==> config.mk <==
export PLATFORM = sky130hd
export DESIGN_NAME = uic_regs
export DESIGN_NICKNAME = d
export VERILOG_FILES = /design/src/hdl/uic_pkg.sv /design/src/hdl/uic_regs.sv
export SDC_FILE = /design/constraint.sdc
export NUM_CORES = 1
export LEC_CHECK = 0
export BUFFER_PORTS_ARGS = -buffer_cell sky130_fd_sc_hd__buf_2
export CELL_PAD_IN_SITES_DETAIL_PLACEMENT = 1
export CELL_PAD_IN_SITES_GLOBAL_PLACEMENT = 2
export CORE_MARGIN = 1.5
export CORE_UTILIZATION = 30
export DETAILED_ROUTE_END_ITERATION = 10
export MAX_ROUTING_LAYER = met4
export PLACE_DENSITY = 0.74
export SLEW_MARGIN = 5
export SYNTH_ARGS = -nofsm -noshare
export SYNTH_HDL_FRONTEND = slang
export SYNTH_SLANG_ARGS = --single-unit
==> constraint.sdc <==
create_clock -name i_mclk -period 2.1 [get_ports i_mclk]
set_input_delay 0.105 -clock i_mclk [delete_from_list [all_inputs] [get_ports i_mclk]]
set_output_delay 0.105 -clock i_mclk [all_outputs]
set_load 0.01 [all_outputs]
==> src/hdl/uic_pkg.sv <==
// Notes on behaviour
// - Mode bit 0 enables MIDI support.
// - Mode bit 1 enables high speed.
// - Mode bits 3:2 pick enhanced baud.
// - First port bit 6 shares all ports.
// - First port bit 7 shares both UARTs.
// - Shared: either UART drives both lines.
// - Second port bit 5 floats transmit pin.
// - Float bit resets on standby reset only.
// - Infrared bit 0 selects receive polarity.
// - Infrared bit 1 transmit polarity, reset 0x02.
// - Infrared bit 2 selects half duplex.
// - Infrared bits 5:3 select port function.
// - Timeout register counts 100 us steps.
// - Receiver blanked during transmit plus timeout.
// - Timeout register resets to 0x03.
// - Ports live in devices 0x04 and 0x05.
// - Registers survive soft resets.
package uic_pkg;

    // ------------------------------------------------------------------
    // Register map
    // ------------------------------------------------------------------
    localparam logic [7:0] LDN_UART1     = 8'h04;
    localparam logic [7:0] LDN_UART2     = 8'h05;
    localparam logic [7:0] IDX_MODE      = 8'hf0;
    localparam logic [7:0] IDX_IR_OPT    = 8'hf1;
    localparam logic [7:0] IDX_HD_TMO    = 8'hf2;
    localparam logic [7:0] IDX_IRQ_STS   = 8'hf8;
    localparam logic [7:0] IDX_IRQ_MSK   = 8'hf9;

    // ------------------------------------------------------------------
    // Reset values
    // ------------------------------------------------------------------
    localparam logic [7:0] RST_MODE      = 8'h00;
    localparam logic [7:0] RST_IR_OPT    = 8'h02;
    localparam logic [7:0] RST_HD_TMO    = 8'h03;

    // ------------------------------------------------------------------
    // Field positions
    // ------------------------------------------------------------------
    localparam int MODE_MIDI      = 0;
    localparam int MODE_HSPEED    = 1;
    localparam int MODE_BAUD_LO   = 2;
    localparam int MODE_BAUD_HI   = 3;
    localparam int MODE_TX_FLOAT  = 5;
    localparam int MODE_ALL_SHARE = 6;
    localparam int MODE_SHARE     = 7;
    localparam int IR_RX_POL      = 0;
    localparam int IR_TX_POL      = 1;
    localparam int IR_HALF_DUPLEX = 2;
    localparam int IR_FUNC_LO     = 3;
    localparam int IR_FUNC_HI     = 5;

    localparam int EV_UART1       = 0;
    localparam int EV_UART2       = 1;
    localparam int EV_BLANK_END   = 2;
    localparam int NUM_EV         = 3;

    typedef enum logic [1:0] {
        UIC_BAUD_STD  = 2'h0,
        UIC_BAUD_921K = 2'h1,
        UIC_BAUD_1M5  = 2'h2,
        UIC_BAUD_RSV  = 2'h3
    } uic_baud_e;

    typedef enum logic [2:0] {
        UIC_IR_STD   = 3'h0,
        UIC_IR_IRDA  = 3'h1,
        UIC_IR_ASK   = 3'h2
    } uic_ir_func_e;

    // ------------------------------------------------------------------
    // Timing
    // ------------------------------------------------------------------
    localparam int CLK_PERIOD_NS = 4;
    localparam int HD_STEP_US    = 100;
    localparam int HD_STEP_CYC   = (HD_STEP_US * 1000) / CLK_PERIOD_NS;

    // ------------------------------------------------------------------
    // Block state
    // ------------------------------------------------------------------
    typedef struct packed {
        logic [7:0]        u1_mode;
        logic [7:0]        u2_mode;
        logic [7:0]        ir_opt;
        logic [7:0]        hd_tmo;
        logic [NUM_EV-1:0] irq_sts;
        logic [NUM_EV-1:0] irq_msk;
        logic              irq_out;
        logic [7:0]        rdata;
        logic              u1_irq_d;
        logic              u2_irq_d;
        logic              u1_line;
        logic              u2_line;
        logic              tx_pin;
        logic              tx_oe;
        logic              rx_out;
        logic [7:0]        step;
        logic [15:0]       sub;
        logic              blank_d;
    } uic_state_s;

endpackage

==> src/hdl/uic_regs.sv <==
// Chosen here: the address-and-strobe port.
`timescale 1ns/1ns
module uic_regs #(
    parameter int STEP_CYC = uic_pkg::HD_STEP_CYC
) (
    input  wire logic       i_mclk,
    input  wire logic       i_sys_rst,
    input  wire logic       i_stby_rst,
    input  wire logic [7:0] i_ldn,
    input  wire logic [7:0] i_idx,
    input  wire logic [7:0] i_wdata,
    input  wire logic       i_wr,
    input  wire logic       i_rd,
    output logic      [7:0] o_rdata,
    input  wire logic       i_uart1_irq,
    input  wire logic       i_uart2_irq,
    output logic            o_uart1_irq_line,
    output logic            o_uart2_irq_line,
    output logic            o_all_share_irq,
    output logic            o_uart1_midi,
    output logic            o_uart1_high_speed,
    output logic      [1:0] o_uart1_baud_sel,
    output logic            o_uart2_midi,
    output logic            o_uart2_high_speed,
    output logic      [1:0] o_uart2_baud_sel,
    output logic      [2:0] o_ir_func,
    input  wire logic       i_tx2_data,
    input  wire logic       i_tx2_oe,
    input  wire logic       i_tx2_active,
    output logic            o_tx2_pin,
    output logic            o_tx2_pin_oe,
    input  wire logic       i_ir_rx,
    output logic            o_rx2_data,
    output logic            o_irq
);

    // ------------------------------------------------------------------
    // Parameter checks
    // ------------------------------------------------------------------
    if (STEP_CYC < 1 || STEP_CYC > 65536) begin : g_bad_step
        $error("STEP_CYC must lie between 1 and 65536");
    end

    localparam logic [15:0] STEP_LAST = 16'(STEP_CYC - 1);

    localparam uic_pkg::uic_state_s RESET_ST = '{
        u1_mode  : uic_pkg::RST_MODE,
        u2_mode  : uic_pkg::RST_MODE,
        ir_opt   : uic_pkg::RST_IR_OPT,
        hd_tmo   : uic_pkg::RST_HD_TMO,
        default  : '0
    };

    uic_pkg::uic_state_s st_r;
    uic_pkg::uic_state_s st_nxt;

    // ------------------------------------------------------------------
    // Decoded settings
    // ------------------------------------------------------------------
    logic                      share_any;
    logic                      ir_active;
    logic                      half_duplex;
    logic                      blank_now;
    logic                      rx_raw;
    logic [uic_pkg::NUM_EV-1:0] ev;
    logic [2:0]                ir_func;
    logic [1:0]                baud1;
    logic [1:0]                baud2;

    always_comb begin
        ir_func = st_r.ir_opt[uic_pkg::IR_FUNC_HI:uic_pkg::IR_FUNC_LO];
        // Reserved function codes fall back to plain serial behaviour.
        ir_active = (ir_func == uic_pkg::UIC_IR_IRDA) ||
                    (ir_func == uic_pkg::UIC_IR_ASK);
        half_duplex = ir_active && st_r.ir_opt[uic_pkg::IR_HALF_DUPLEX];
        share_any = st_r.u1_mode[uic_pkg::MODE_SHARE] ||
                    st_r.u1_mode[uic_pkg::MODE_ALL_SHARE];
        // Blanking covers the transmission and the trailing step count.
        blank_now = i_tx2_active || (st_r.step != 8'h00);
        rx_raw = ir_active ? (i_ir_rx ^ st_r.ir_opt[uic_pkg::IR_RX_POL]) : i_ir_rx;
        baud1 = st_r.u1_mode[uic_pkg::MODE_BAUD_HI:uic_pkg::MODE_BAUD_LO];
        baud2 = st_r.u2_mode[uic_pkg::MODE_BAUD_HI:uic_pkg::MODE_BAUD_LO];
        ev = '0;
        ev[uic_pkg::EV_UART1] = i_uart1_irq && !st_r.u1_irq_d;
        ev[uic_pkg::EV_UART2] = i_uart2_irq && !st_r.u2_irq_d;
        ev[uic_pkg::EV_BLANK_END] = half_duplex && st_r.blank_d && !blank_now;
    end

    // ------------------------------------------------------------------
    // Next state
    // ------------------------------------------------------------------
    always_comb begin
        logic keep_float;
        keep_float = st_r.u2_mode[uic_pkg::MODE_TX_FLOAT];
        st_nxt = st_r;
        st_nxt.rdata = 8'h00;

        // Register writes; reserved mode and infrared bits are stored but never acted on.
        if (i_wr) begin
            if (i_ldn == uic_pkg::LDN_UART1 && i_idx == uic_pkg::IDX_MODE) begin
                st_nxt.u1_mode = i_wdata;
            end else if (i_ldn == uic_pkg::LDN_UART2 && i_idx == uic_pkg::IDX_MODE) begin
                st_nxt.u2_mode = i_wdata;
            end else if (i_ldn == uic_pkg::LDN_UART2 && i_idx == uic_pkg::IDX_IR_OPT) begin
                st_nxt.ir_opt = i_wdata;
            end else if (i_ldn == uic_pkg::LDN_UART2 && i_idx == uic_pkg::IDX_HD_TMO) begin
                st_nxt.hd_tmo = i_wdata;
            end else if (i_ldn == uic_pkg::LDN_UART2 && i_idx == uic_pkg::IDX_IRQ_STS) begin
                st_nxt.irq_sts = st_r.irq_sts & ~i_wdata[uic_pkg::NUM_EV-1:0];
            end else if (i_ldn == uic_pkg::LDN_UART2 && i_idx == uic_pkg::IDX_IRQ_MSK) begin
                st_nxt.irq_msk = i_wdata[uic_pkg::NUM_EV-1:0];
            end
        end

        // New events win over a clear in the same cycle.
        st_nxt.irq_sts = st_nxt.irq_sts | ev;
        st_nxt.irq_out = |(st_nxt.irq_sts & st_nxt.irq_msk);

        // Register reads; unmapped locations return zero.
        if (i_rd) begin
            if (i_ldn == uic_pkg::LDN_UART1 && i_idx == uic_pkg::IDX_MODE) begin
                st_nxt.rdata = st_r.u1_mode;
            end else if (i_ldn == uic_pkg::LDN_UART2 && i_idx == uic_pkg::IDX_MODE) begin
                st_nxt.rdata = st_r.u2_mode;
            end else if (i_ldn == uic_pkg::LDN_UART2 && i_idx == uic_pkg::IDX_IR_OPT) begin
                st_nxt.rdata = st_r.ir_opt;
            end else if (i_ldn == uic_pkg::LDN_UART2 && i_idx == uic_pkg::IDX_HD_TMO) begin
                st_nxt.rdata = st_r.hd_tmo;
            end else if (i_ldn == uic_pkg::LDN_UART2 && i_idx == uic_pkg::IDX_IRQ_STS) begin
                st_nxt.rdata = {5'h00, st_r.irq_sts};
            end else if (i_ldn == uic_pkg::LDN_UART2 && i_idx == uic_pkg::IDX_IRQ_MSK) begin
                st_nxt.rdata = {5'h00, st_r.irq_msk};
            end
        end

        // Interrupt routing. With distinct lines assigned, sharing makes both fire.
        st_nxt.u1_irq_d = i_uart1_irq;
        st_nxt.u2_irq_d = i_uart2_irq;
        if (share_any) begin
            st_nxt.u1_line = i_uart1_irq || i_uart2_irq;
            st_nxt.u2_line = i_uart1_irq || i_uart2_irq;
        end else begin
            st_nxt.u1_line = i_uart1_irq;
            st_nxt.u2_line = i_uart2_irq;
        end

        // Transmit pin with polarity only in the infrared functions.
        st_nxt.tx_pin = ir_active ? (i_tx2_data ^ st_r.ir_opt[uic_pkg::IR_TX_POL])
                                  : i_tx2_data;
        st_nxt.tx_oe = i_tx2_oe && !st_r.u2_mode[uic_pkg::MODE_TX_FLOAT];

        // Half-duplex blanking timer: reloaded while transmitting, then counts
        // down one step every STEP_CYC cycles.
        if (i_tx2_active) begin
            st_nxt.step = st_r.hd_tmo;
            st_nxt.sub = 16'h0000;
        end else if (st_r.step != 8'h00) begin
            if (st_r.sub == STEP_LAST) begin
                st_nxt.sub = 16'h0000;
                st_nxt.step = st_r.step - 8'h01;
            end else begin
                st_nxt.sub = st_r.sub + 16'h0001;
            end
        end
        st_nxt.blank_d = blank_now;
        // A blanked receiver reads as idle, which is low after polarity.
        st_nxt.rx_out = (half_duplex && blank_now) ? 1'b0 : rx_raw;

        // Main reset keeps the standby-powered float bit; no soft reset input
        // exists, so nothing else clears these registers.
        if (i_stby_rst) begin
            st_nxt = RESET_ST;
        end else if (i_sys_rst) begin
            st_nxt = RESET_ST;
            st_nxt.u2_mode[uic_pkg::MODE_TX_FLOAT] = keep_float;
        end
    end

    always_ff @(posedge i_mclk) begin
        st_r <= st_nxt;
    end

    // ------------------------------------------------------------------
    // Outputs
    // ------------------------------------------------------------------
    assign o_rdata            = st_r.rdata;
    assign o_uart1_irq_line   = st_r.u1_line;
    assign o_uart2_irq_line   = st_r.u2_line;
    assign o_all_share_irq    = st_r.u1_mode[uic_pkg::MODE_ALL_SHARE];
    assign o_uart1_midi       = st_r.u1_mode[uic_pkg::MODE_MIDI];
    assign o_uart1_high_speed = st_r.u1_mode[uic_pkg::MODE_HSPEED];
    assign o_uart1_baud_sel   = baud1;
    assign o_uart2_midi       = st_r.u2_mode[uic_pkg::MODE_MIDI];
    assign o_uart2_high_speed = st_r.u2_mode[uic_pkg::MODE_HSPEED];
    assign o_uart2_baud_sel   = baud2;
    assign o_ir_func          = ir_func;
    assign o_tx2_pin          = st_r.tx_pin;
    assign o_tx2_pin_oe       = st_r.tx_oe;
    assign o_rx2_data         = st_r.rx_out;
    assign o_irq              = st_r.irq_out;

    // ------------------------------------------------------------------
    // Checks
    // ------------------------------------------------------------------
    chk_rdata_only_after: assert property (@(posedge i_mclk) disable iff (i_sys_rst || i_stby_rst)
        !$past(i_rd) |-> o_rdata == 8'h00) else $error("read data outside its cycle");

    chk_midi_write: assert property (@(posedge i_mclk) disable iff (i_sys_rst || i_stby_rst)
        (i_wr && i_ldn == uic_pkg::LDN_UART1 && i_idx == uic_pkg::IDX_MODE)
        |=> o_uart1_midi == $past(i_wdata[uic_pkg::MODE_MIDI])
        && o_uart1_baud_sel == $past(i_wdata[uic_pkg::MODE_BAUD_HI:uic_pkg::MODE_BAUD_LO]))
        else $error("mode write not applied");

    chk_share_both: assert property (@(posedge i_mclk) disable iff (i_sys_rst || i_stby_rst)
        (share_any && i_uart1_irq) |=> o_uart1_irq_line && o_uart2_irq_line)
        else $error("shared interrupt missed a line");

    chk_no_share: assert property (@(posedge i_mclk) disable iff (i_sys_rst || i_stby_rst)
        (!share_any && i_uart1_irq && !i_uart2_irq) |=> o_uart1_irq_line && !o_uart2_irq_line)
        else $error("unshared interrupt leaked");

    chk_float_tx: assert property (@(posedge i_mclk) disable iff (i_sys_rst || i_stby_rst)
        st_r.u2_mode[uic_pkg::MODE_TX_FLOAT] |=> !o_tx2_pin_oe)
        else $error("transmit pin driven while forced off");

    chk_float_keep: assert property (@(posedge i_mclk) disable iff (i_stby_rst)
        (i_sys_rst && st_r.u2_mode[uic_pkg::MODE_TX_FLOAT])
        |=> st_r.u2_mode[uic_pkg::MODE_TX_FLOAT]) else $error("float bit lost on main reset");

    chk_reset_vals: assert property (@(posedge i_mclk) disable iff (i_stby_rst)
        $past(i_sys_rst) |-> st_r.hd_tmo == uic_pkg::RST_HD_TMO &&
        st_r.ir_opt == uic_pkg::RST_IR_OPT && st_r.u1_mode == uic_pkg::RST_MODE)
        else $error("reset values wrong");

    chk_blank_tx: assert property (@(posedge i_mclk) disable iff (i_sys_rst || i_stby_rst)
        (half_duplex && i_tx2_active) |=> !o_rx2_data) else $error("receiver not blanked");

    chk_blank_zero: assert property (@(posedge i_mclk) disable iff (i_sys_rst || i_stby_rst)
        (half_duplex && $fell(i_tx2_active) && st_r.hd_tmo == 8'h00 && $stable(st_r.ir_opt))
        |-> st_r.step == 8'h00) else $error("zero timeout still blanks");

    // A mask write in the same cycle may drop the event, so it is left out.
    chk_irq_level: assert property (@(posedge i_mclk) disable iff (i_sys_rst || i_stby_rst)
        ((ev & st_r.irq_msk) != '0 && !i_wr) |=> o_irq)
        else $error("interrupt output not raised");

    // ------------------------------------------------------------------
    // Checks on writes, pins, blanking timer, event status and standby reset
    // ------------------------------------------------------------------
    chk_hspeed_write: assert property (@(posedge i_mclk)
        disable iff (i_sys_rst || i_stby_rst)
        (i_wr && i_ldn == uic_pkg::LDN_UART1 && i_idx == uic_pkg::IDX_MODE)
        |=> o_uart1_high_speed == $past(i_wdata[uic_pkg::MODE_HSPEED]))
        else $error("high speed bit not applied");

    chk_u2_write: assert property (@(posedge i_mclk)
        disable iff (i_sys_rst || i_stby_rst)
        (i_wr && i_ldn == uic_pkg::LDN_UART2 && i_idx == uic_pkg::IDX_MODE)
        |=> o_uart2_midi == $past(i_wdata[uic_pkg::MODE_MIDI])
        && o_uart2_high_speed == $past(i_wdata[uic_pkg::MODE_HSPEED])
        && o_uart2_baud_sel == $past(i_wdata[uic_pkg::MODE_BAUD_HI:uic_pkg::MODE_BAUD_LO]))
        else $error("second port mode write not applied");

    chk_ir_func_write: assert property (@(posedge i_mclk)
        disable iff (i_sys_rst || i_stby_rst)
        (i_wr && i_ldn == uic_pkg::LDN_UART2 && i_idx == uic_pkg::IDX_IR_OPT)
        |=> o_ir_func == $past(i_wdata[uic_pkg::IR_FUNC_HI:uic_pkg::IR_FUNC_LO]))
        else $error("infrared function write not applied");

    chk_tmo_write: assert property (@(posedge i_mclk)
        disable iff (i_sys_rst || i_stby_rst)
        (i_wr && i_ldn == uic_pkg::LDN_UART2 && i_idx == uic_pkg::IDX_HD_TMO)
        |=> st_r.hd_tmo == $past(i_wdata))
        else $error("timeout write not applied");

    chk_unmapped_wr: assert property (@(posedge i_mclk)
        disable iff (i_sys_rst || i_stby_rst)
        (i_wr && (i_ldn == uic_pkg::LDN_UART1 ? i_idx != uic_pkg::IDX_MODE
                                               : i_ldn != uic_pkg::LDN_UART2))
        |=> $stable(st_r.u1_mode) && $stable(st_r.u2_mode) && $stable(st_r.ir_opt)
        && $stable(st_r.hd_tmo))
        else $error("unmapped write changed a register");

    chk_all_share: assert property (@(posedge i_mclk)
        disable iff (i_sys_rst || i_stby_rst)
        (st_r.u1_mode[uic_pkg::MODE_ALL_SHARE] && i_uart2_irq) |=> o_uart1_irq_line)
        else $error("all-port sharing missed a line");

    chk_float_off: assert property (@(posedge i_mclk)
        disable iff (i_sys_rst || i_stby_rst)
        !st_r.u2_mode[uic_pkg::MODE_TX_FLOAT] |=> o_tx2_pin_oe == $past(i_tx2_oe))
        else $error("transmit enable not followed");

    chk_tx_pol: assert property (@(posedge i_mclk)
        disable iff (i_sys_rst || i_stby_rst)
        (ir_active && st_r.ir_opt[uic_pkg::IR_TX_POL]) |=> o_tx2_pin == !$past(i_tx2_data))
        else $error("transmit polarity not applied");

    chk_plain_pins: assert property (@(posedge i_mclk)
        disable iff (i_sys_rst || i_stby_rst)
        !ir_active |=> o_tx2_pin == $past(i_tx2_data) && o_rx2_data == $past(i_ir_rx))
        else $error("plain serial pins altered");

    chk_rx_pol: assert property (@(posedge i_mclk)
        disable iff (i_sys_rst || i_stby_rst)
        (ir_active && !half_duplex && st_r.ir_opt[uic_pkg::IR_RX_POL])
        |=> o_rx2_data == !$past(i_ir_rx))
        else $error("receive polarity not applied");

    chk_full_duplex: assert property (@(posedge i_mclk)
        disable iff (i_sys_rst || i_stby_rst)
        (ir_active && !half_duplex && !st_r.ir_opt[uic_pkg::IR_RX_POL] && i_tx2_active)
        |=> o_rx2_data == $past(i_ir_rx))
        else $error("full duplex receiver blanked");

    chk_step_load: assert property (@(posedge i_mclk)
        disable iff (i_sys_rst || i_stby_rst)
        i_tx2_active |=> st_r.step == $past(st_r.hd_tmo))
        else $error("timeout not loaded during transmit");

    chk_blank_hold: assert property (@(posedge i_mclk)
        disable iff (i_sys_rst || i_stby_rst)
        (half_duplex && st_r.step != 8'h00) |=> !o_rx2_data)
        else $error("receiver not blanked after transmit");

    chk_sts_sticky: assert property (@(posedge i_mclk)
        disable iff (i_sys_rst || i_stby_rst)
        (st_r.irq_sts != '0 && !i_wr)
        |=> (st_r.irq_sts & $past(st_r.irq_sts)) == $past(st_r.irq_sts))
        else $error("status bit lost without a clear");

    chk_stby_defaults: assert property (@(posedge i_mclk)
        i_stby_rst |=> st_r == RESET_ST)
        else $error("standby reset left a register");

    cov_share: cover property (@(posedge i_mclk) share_any && i_uart2_irq ##1 o_uart1_irq_line);
    cov_blank_end: cover property (@(posedge i_mclk) ev[uic_pkg::EV_BLANK_END]);
    cov_float: cover property (@(posedge i_mclk) i_tx2_oe && !o_tx2_pin_oe);
    cov_float_keep: cover property (@(posedge i_mclk)
        i_sys_rst && st_r.u2_mode[uic_pkg::MODE_TX_FLOAT]);
    cov_zero_tmo: cover property (@(posedge i_mclk)
        half_duplex && $fell(i_tx2_active) && st_r.hd_tmo == 8'h00);

endmodule

## Word-level counts from Yosys, hierarchy flattened

Index checks and enable logic that the tools add are counted.

- Bits in registers: 79
- Input port bits: 35
- Logic and storage cells: 98
- Output and inout port bits: 26

- Reductions and logical operators: 35
- Muxes and demuxes: 21
- Equality and inequality tests: 10
- Bitwise operators: 11
- Add/sub/neg operators: 2

Operators by type and width:

| operator | count |
|---|---|
| $mux W24 | 2 |
| $eq A8 B8 Y1 const B | 5 |
| $mux W8 | 5 |
| $mux W6 | 5 |
| $add A16 B1 Y16 const B | 1 |
| $eq A16 B15 Y1 const B | 1 |
| $eq A8 B3 Y1 const B | 2 |
| $mux W16 | 1 |
| $mux W3 | 5 |
| $logic_and A1 B1 Y1 | 13 |
| $reduce_or A3 Y1 | 4 |
| $reduce_and A4 Y1 | 2 |
| $reduce_bool A8 Y1 | 1 |
| $sub A8 B1 Y8 const B | 1 |
| $and A3 B3 Y3 | 2 |
| $not A1 Y1 | 5 |
| $reduce_and A5 Y1 | 1 |
| $logic_not A1 Y1 | 4 |
| $logic_or A1 B1 Y1 | 4 |
| $reduce_and A2 Y1 | 2 |
| $reduce_bool A2 Y1 | 2 |
| $eq A3 B1 Y1 const B | 1 |
| $eq A3 B2 Y1 const B | 1 |
| $not A3 Y3 | 1 |
| 6 further kinds | 8 |

## Longest topological paths before layout

Gate-level depths: netlist of the first run.

- Depth after elaboration: 12
- Gate-level depth with buffers: 9
- Gate-level depth less buffers: 7

## Least setup slack after synthesis of the first run

OpenSTA, ideal clock, no wires.

- Path type: input -> register
- From: in i_ldn[7]
- To: reg st_r, in the netlist o_irq
- Stages on the path: 5
- Setup slack: -0.048 ns
- Library setup time: 0.122 ns
- Path buffers: 0
- Arrival time: 2.026 ns
- Data required time: 1.978 ns
- Path through: or4b_1 nor4_4 and3_2 mux2_2 a221o_1

- Cells in the longest elaborated chain, start to end: 11
- Elaborated cells between the ends (all ways): 19
- Classes of those cells: 2 x eq/ne; 8 x mux; 2 x bitwise; 7 x reduce/logical

Ends and longest elaborated chain:

| what | RTL line | text |
|---|---|---|
| from (decl) | uic_regs.sv:9 | `input wire logic [7:0] i_ldn,` |
| $eq A8 B3 Y1 | n/a |  |
| $logic_and A1 B1 Y1, on equally long branches | uic_regs.sv:108, uic_regs.sv:110 |  |
| $mux W3, on equally long branches | uic_regs.sv:108, uic_regs.sv:110 |  |
| $mux W6 or $mux W3 (tied branches) | uic_regs.sv:106, uic_regs.sv:108 |  |
| $mux W6, on equally long branches | uic_regs.sv:104, uic_regs.sv:106 |  |
| $mux W6, on equally long branches | uic_regs.sv:102, uic_regs.sv:104 |  |
| $mux W6 * | uic_regs.sv:100 | `if (i_ldn == uic_pkg::LDN_UART1 && i_idx == uic_pkg::IDX_MODE) begin` |
| $mux W6 * | uic_regs.sv:99 | `if (i_wr) begin` |
| $or A3 B3 Y3 or $mux W6 (tied branches) | uic_regs.sv:116, uic_regs.sv:99 |  |
| $and A3 B3 Y3 * | uic_regs.sv:117 | `st_nxt.irq_out = \|(st_nxt.irq_sts & st_nxt.irq_msk);` |
| $reduce_or A3 Y1 * | uic_regs.sv:117 |  |
| to (signal assigned) | uic_regs.sv:180 | `st_r <= st_nxt;` |
| to (decl) | uic_regs.sv:54 | `uic_pkg::uic_state_s st_r;` |

Mark *: on every way between the ends. The rest lies on a longest branch, timed or not.
A chain may end at the register's enable or synchronous reset.

## Worst setup path in the final report of the first run

- From: reg st_r[19] in the netlist's numbering
- To: reg st_r[3] in the netlist's numbering

- Cells in the longest elaborated chain, start to end: 1

Ends and longest elaborated chain:

| what | RTL line | text |
|---|---|---|
| $reduce_bool A8 Y1 | uic_regs.sv:157 | `end else if (st_r.step != 8'h00) begin` |

No other way between the ends.

==> results.tsv, run 1 <==
metric	value	unit
Cell Area, Placed	4190	um2
syn nets	445	
Sink Count	79	
CTS Buffer Depth	2	
Max-slew headroom	0.652	
status	finished, final reports clean	
Cells after Synth	408	
Final Hold Viols	0	
clock power share	0.463	
nets@finish	514	
post-synthesis sequential element count	79	
routed via count	3140	
switching power	818	uW
final total power	3250	uW
initial core utilization	0.305	
initial DRC count	89	
GRT Util Overall	0.170	
chip height	113	um
CTS tree	done	
DR WL met2	4.89	mm
Power Density	714	nW/um2
Worst EP required	2.38	ns
layout cell share with drive strength beyond 1	0.259	
die area	12800	um2
setup TNS	0	ns
yosys warns	0	
Wirelength per Cell	15.8	um
root buffer cell	clkbuf_16	
top post-synthesis cells by area	dfxtp_1 44%, mux2i_1 5.8%, nor2_1 4.9%	
sequential cell area	1580	um2
vias in the first global route	3268	
Top FF cell, synth	dfxtp_1	
Internal Dissipation	2430	uW
crit-path cells	or4_1 > buf_4 > nor2_8 > nor2_2 > or3_4 > buf_12 > nor2_1	
worst reg2reg endpoint	st_r[3]	
Multi-input gate area	1820	um2
unrepaired setup endpoints after global routing	no	
area grow syn2layout	25.0	%
area share of the largest cell type after synthesis	0.435	
top cell type by total area after synthesis	dfxtp_1	
FMAX	506	MHz
Slew @ Worst Pin	0.520	ns
Synth top cells by count	79 x dfxtp_1, 47 x nor2_1, 28 x a21oi_1, 28 x nand2_1, 21 x mux2i_1	
Worst Hold Class	input port to register	
largest family of logic cells by synthesized area	simple AND/OR/NAND/NOR gates	
Placer Congestion	0.772	
Top Family by Delay on Critical Path	simple AND/OR/NAND/NOR gates	
Gate power share	0.069	
Post-Synth Adder-Cell Area	0.00688	
synth unique cells	54	
num rows	40	
Met1 Wirelength	4.54	mm
Async SR Flop Fraction	0	
residual DRC count	0	
post-synthesis xor/xnor area fraction	0.0530	
CP endpoint kind	register	
Peak VDD IR	0.395	mV
CP max FO	14	
Setup Skew	0.00806	ns
post-CTS setup buffers	0	
# diodes	0	
Leakage	0.00184	uW
Top Metal Used	met4	
pin count of the biggest net entering global routing	39	
RR Startpoint	st_r[19]	
average cell area after synthesis	8.91	um2
fin crit period	1.98	ns
first-pass GRT wire length	16.3	mm
r2r setup slk	0.12	ns
Routed Antenna Nets	0	
# Max-Cap Violations	0	
TritonRoute pass-1 iters	4	
total gr overflow	0	
max incr delay on CP	0.60	ns
post-synthesis cell area	3630	um2
hold path start	i_tx2_oe	
core area	11900	um2
Reg clk slew, reported paths	0.06	ns
die width	113	um
routed wire length	9.96	mm
H-tree levels	3	
WP buf/inv	2	
Num CTS Buffers	9	
Min-Delay Endpoint	o_tx2_pin_oe	
cell with the most instances after synthesis	dfxtp_1	
setup violators final	0	
multiplexer area fraction after synthesis	0.0702	
DP HPWL	7.24	mm
final slew viol count	0	
WHS Path Cells	2	
initial antenna violation count	0	
Post-synth EDFFs	0	
worst hold slack	0.0212	ns
metal3 WL	303	um
critical path class	register to register	
DR vias/cell	4.99	
Worst EP arrival	2.26	ns
post-synthesis compound-gate area fraction	0.126	
IO Pins	61	
# fillers	1412	
Final Cell Area	4540	um2
part of the Yosys area used for sequential elements	0.435	
reg2reg path depth	7	
Worst setup SP type	register	
worst-skew pair later-pin latency	0.35	ns
register share of total power	0.468	
slowest stage cell, crit path	or4_1	
Synth Area in Simple Gates	0.236	
buffers added on ports	60	
fin crit share	0.941	
Net Sw Frac	0.252	
## worst max path at each step
stage | cells past startpoint | startpoint | endpoint | slack, ns
finish | 7 | st_r[19] | st_r[3] | 0.12
global route | 7 | st_r[19] | st_r[9] | 0.06
CTS | 9 | st_r[17] | st_r[3] | 0.01
detailed placement | 6 | i_ldn[3] | o_irq | 0.009
global placement | 6 | i_ldn[3] | o_irq | 0.04
floorplan | 5 | i_ldn[3] | o_irq | 0.003
## logic make-up after synthesis
group           count (synthesis)
flops                          79
mux                            25
buf+inv                        49
fa+ha+maj                       2
simple gates                  158
xor+xnor                       22
compound gates                 73
## placed cells by master (no fill, tap or decap), types with 4 or more instances in the layout
| cell type | n |
|---|---|
| dfxtp_1 | 78 |
| buf_2 | 60 |
| nor2_1 | 47 |
| nand2_1 | 28 |
| a21oi_1 | 28 |
| buf_4 | 23 |
| mux2i_1 | 21 |
| nand3_1 | 20 |
| o21ai_0 | 17 |
| xnor2_1 | 16 |
| inv_1 | 13 |
| clkbuf_16 | 9 |
| nor3_1 | 8 |
| and2_1 | 7 |
| nor2b_1 | 7 |
| xor2_1 | 6 |
| a22oi_1 | 5 |
| nor4_1 | 5 |
| nand4_1 | 5 |
| buf_12 | 5 |
| dlygate4sd3_1 | 4 |
## repair_timing
item / CTS / global route
hold buffers: 4 / 0
gates resized for setup: 0 / 10
endpoints found under the setup margin: 0 / 15
endpoints found under the hold margin: 3 / 0
## state kept, by name, summed over array words and instances (netlist names)
register and count:
o_all_share_irq 1, o_ir_func 3, o_irq 1, o_rdata 8, o_rx2_data 1, o_tx2_pin 1, o_tx2_pin_oe 1, o_uart1_baud_sel 2
o_uart1_high_speed 1, o_uart1_irq_line 1, o_uart1_midi 1, o_uart2_baud_sel 2, o_uart2_high_speed 1, o_uart2_irq_line 1, o_uart2_midi 1, st_r 53
## metrics by stage
stage          instances  setup WS, ns  utilization
3_5_place_dp         609       0.00852        0.352
4_1_cts              629       0.00989        0.379
3_3_place_gp         609        0.0406        0.352
6_report             629         0.125        0.382
2_1_floorplan        408       0.00313            -
5_1_grt              629        0.0580        0.382
## power groups by stage
stage          combinational (uW)  sequential [uW]  clock, uW
2_1_floorplan                 111             1550          0
3_3_place_gp                  209             1550          0
3_5_place_dp                  213             1550          0
4_1_cts                       220             1520       1550
5_1_grt                       249             1520       1620
6_report                      225             1520       1500
## layer usage
layer / track usage / vias up
met1: 0.198 / 1503
met2: 0.284 / 56
met5: - / -
met4: 0.0750 / 0
li1: - / 1565
met3: 0.0359 / 16
## layout make-up
type	count	share of cell area
Sequential cell	79	0.348
Clock buffer	10	0.0504
Tap cell	147	0.0405
Multi-Input combinational cell	280	0.400
Timing Repair Buffer	93	0.137
Inverter	14	0.0116
Clock inverter	6	0.0116
Power figures use the tool's default switching activity.
==> run 2, diff against run 1 <==
--- a/config.mk
+++ b/config.mk
@@ -11,8 +11,9 @@
 export CORE_MARGIN = 1.5
 export CORE_UTILIZATION = 30
 export DETAILED_ROUTE_END_ITERATION = 10
+export HOLD_SLACK_MARGIN = 0.12
 export MAX_ROUTING_LAYER = met4
-export PLACE_DENSITY = 0.74
+export PLACE_DENSITY_LB_ADDON = 0.1
 export SLEW_MARGIN = 5
 export SYNTH_ARGS = -nofsm -noshare
 export SYNTH_HDL_FRONTEND = slang
==> results.tsv, run 2 (synthesized netlist as in run 1, its figures left out) <==
metric	value	unit
total gr overflow	0	
routed wire length	10.6	mm
most frequent cells in the layout	79 x dfxtp_1, 60 x buf_2, 47 x nor2_1, 32 x buf_4	
switching power	801	uW
first-pass GRT wire length	17.6	mm
Worst setup SP type	register	
Worst EP required	2.38	ns
num rows	40	
initial core utilization	0.305	
setup violators final	0	
IO Pins	61	
CTS tree	done	
die area	12800	um2
# diodes	0	
final total power	3500	uW
final slew viol count	0	
status	finished, final reports clean	
CP max FO	14	
buffers added on ports	60	
residual DRC count	0	
setup TNS	0	ns
DP HPWL	7.72	mm
Largest register FFs	53	
area grow syn2layout	32.3	%
CP endpoint kind	register	
routed via count	3215	
Slew @ Worst Pin	0.437	ns
clock power share	0.497	
Place WS	-0.0210	ns
die width	113	um
Placer Congestion	0.735	
H-tree levels	3	
CTS Buffer Depth	2	
Sink Count	79	
core area	11900	um2
Routed Antenna Nets	0	
# Max-Cap Violations	0	
Reg clk slew, reported paths	0.06	ns
register share of total power	0.434	
root buffer cell	clkbuf_16	
initial DRC count	137	
critical path class	register to register	
Worst EP arrival	2.28	ns
initial antenna violation count	0	
fin crit share	0.953	
GRT Util Overall	0.183	
chip height	113	um
Leakage	0.00197	uW
Largest Register	st_r	
Num CTS Buffers	9	
Final Hold Viols	0	
nets@finish	536	
Wirelength per Cell	16.3	um
Net Sw Frac	0.229	
DR vias/cell	4.94	
Gate power share	0.069	
fin crit period	2.00	ns
layout cell share with drive strength beyond 1	0.264	
Worst Hold Class	input port to register	
FMAX	500	MHz
TritonRoute pass-1 iters	4	
worst-skew pair later-pin latency	0.35	ns
Peak VDD IR	0.389	mV
Max-slew headroom	0.709	
final setup margin	0.0987	ns
unrepaired setup endpoints after global routing	yes	
commonest non-fill, non-tap cell in the layout	dfxtp_1	
Internal Dissipation	2700	uW
Power Density	728	nW/um2
vias in the first global route	3397	
pin count of the biggest net entering global routing	39	
Setup Skew	0.00604	ns
run 2: final cells by class:
cell class / count / area [um2]
Sequential cell: 79 / 1580
Clock buffer: 10 / 239
Multi-Input combinational cell: 280 / 1840
Clock inverter: 6 / 92.6
Tap cell: 147 / 184
Timing Repair Buffer: 115 / 822
Fill cell: 1405 / 7100
Inverter: 14 / 52.6
run 2: stage by stage:
step | cell area, um2 | hold slack (ns) | instances | utilization
after global routing | 4810 | 0.231 | 651 | 0.404
after CTS | 4720 | 0.179 | 644 | 0.396
final | 4810 | 0.219 | 651 | 0.404
after floorplan | 3650 | 0.184 | 408 | -
after detailed placement | 4220 | 0.351 | 611 | 0.354
after global placement | 4220 | 0.332 | 611 | 0.354
run 2: layer usage:
metal  up-vias  global-route usage  wire length (um)  share of wire
met4         0              0.0550               149          0.014
li1       1608                   -                 -              -
met5         -                   -                 0              0
met1      1531               0.220              4960           0.47
met2        61               0.305              5070           0.48
met3        15              0.0450               438          0.041
run 2: worst paths after layout:
| check | from | endpoint | slack, ns | depth (start not counted) |
|---|---|---|---|---|
| worst max-delay path | st_r[19] | st_r[6] | 0.1 | 7 |
| worst min register to register | st_r[61] | st_r[61] | 0.45 | 2 |
| worst max register to register | st_r[19] | st_r[6] | 0.1 | 7 |
| worst min-delay path | i_idx[0] | st_r[42] | 0.22 | 3 |
run 2: power by group through the flow:
stage          sequential, uW  clock (uW)  combinational, uW
5_1_grt                  1520        1850                268
3_3_place_gp             1550           0                213
6_report                 1520        1740                242
4_1_cts                  1520        1790                241
2_1_floorplan            1550           0                111
3_5_place_dp             1550           0                217
run 2: what timing repair did:
action	4_1_cts	5_1_grt
endpoints found under the setup margin	0	12
buffers inserted	0	7
endpoints found under the hold margin	43	0
hold buffers	17	0
gates resized for setup	0	7
run 2: worst max-delay path, cell delays in order, from the launching register on:
cell	delay [ns]
dfxtp_1	0.31
or4_1	0.62
buf_4	0.21
nor2_8	0.10
nor2_2	0.06
or3_1	0.33
buf_6	0.17
nor2_1	0.12
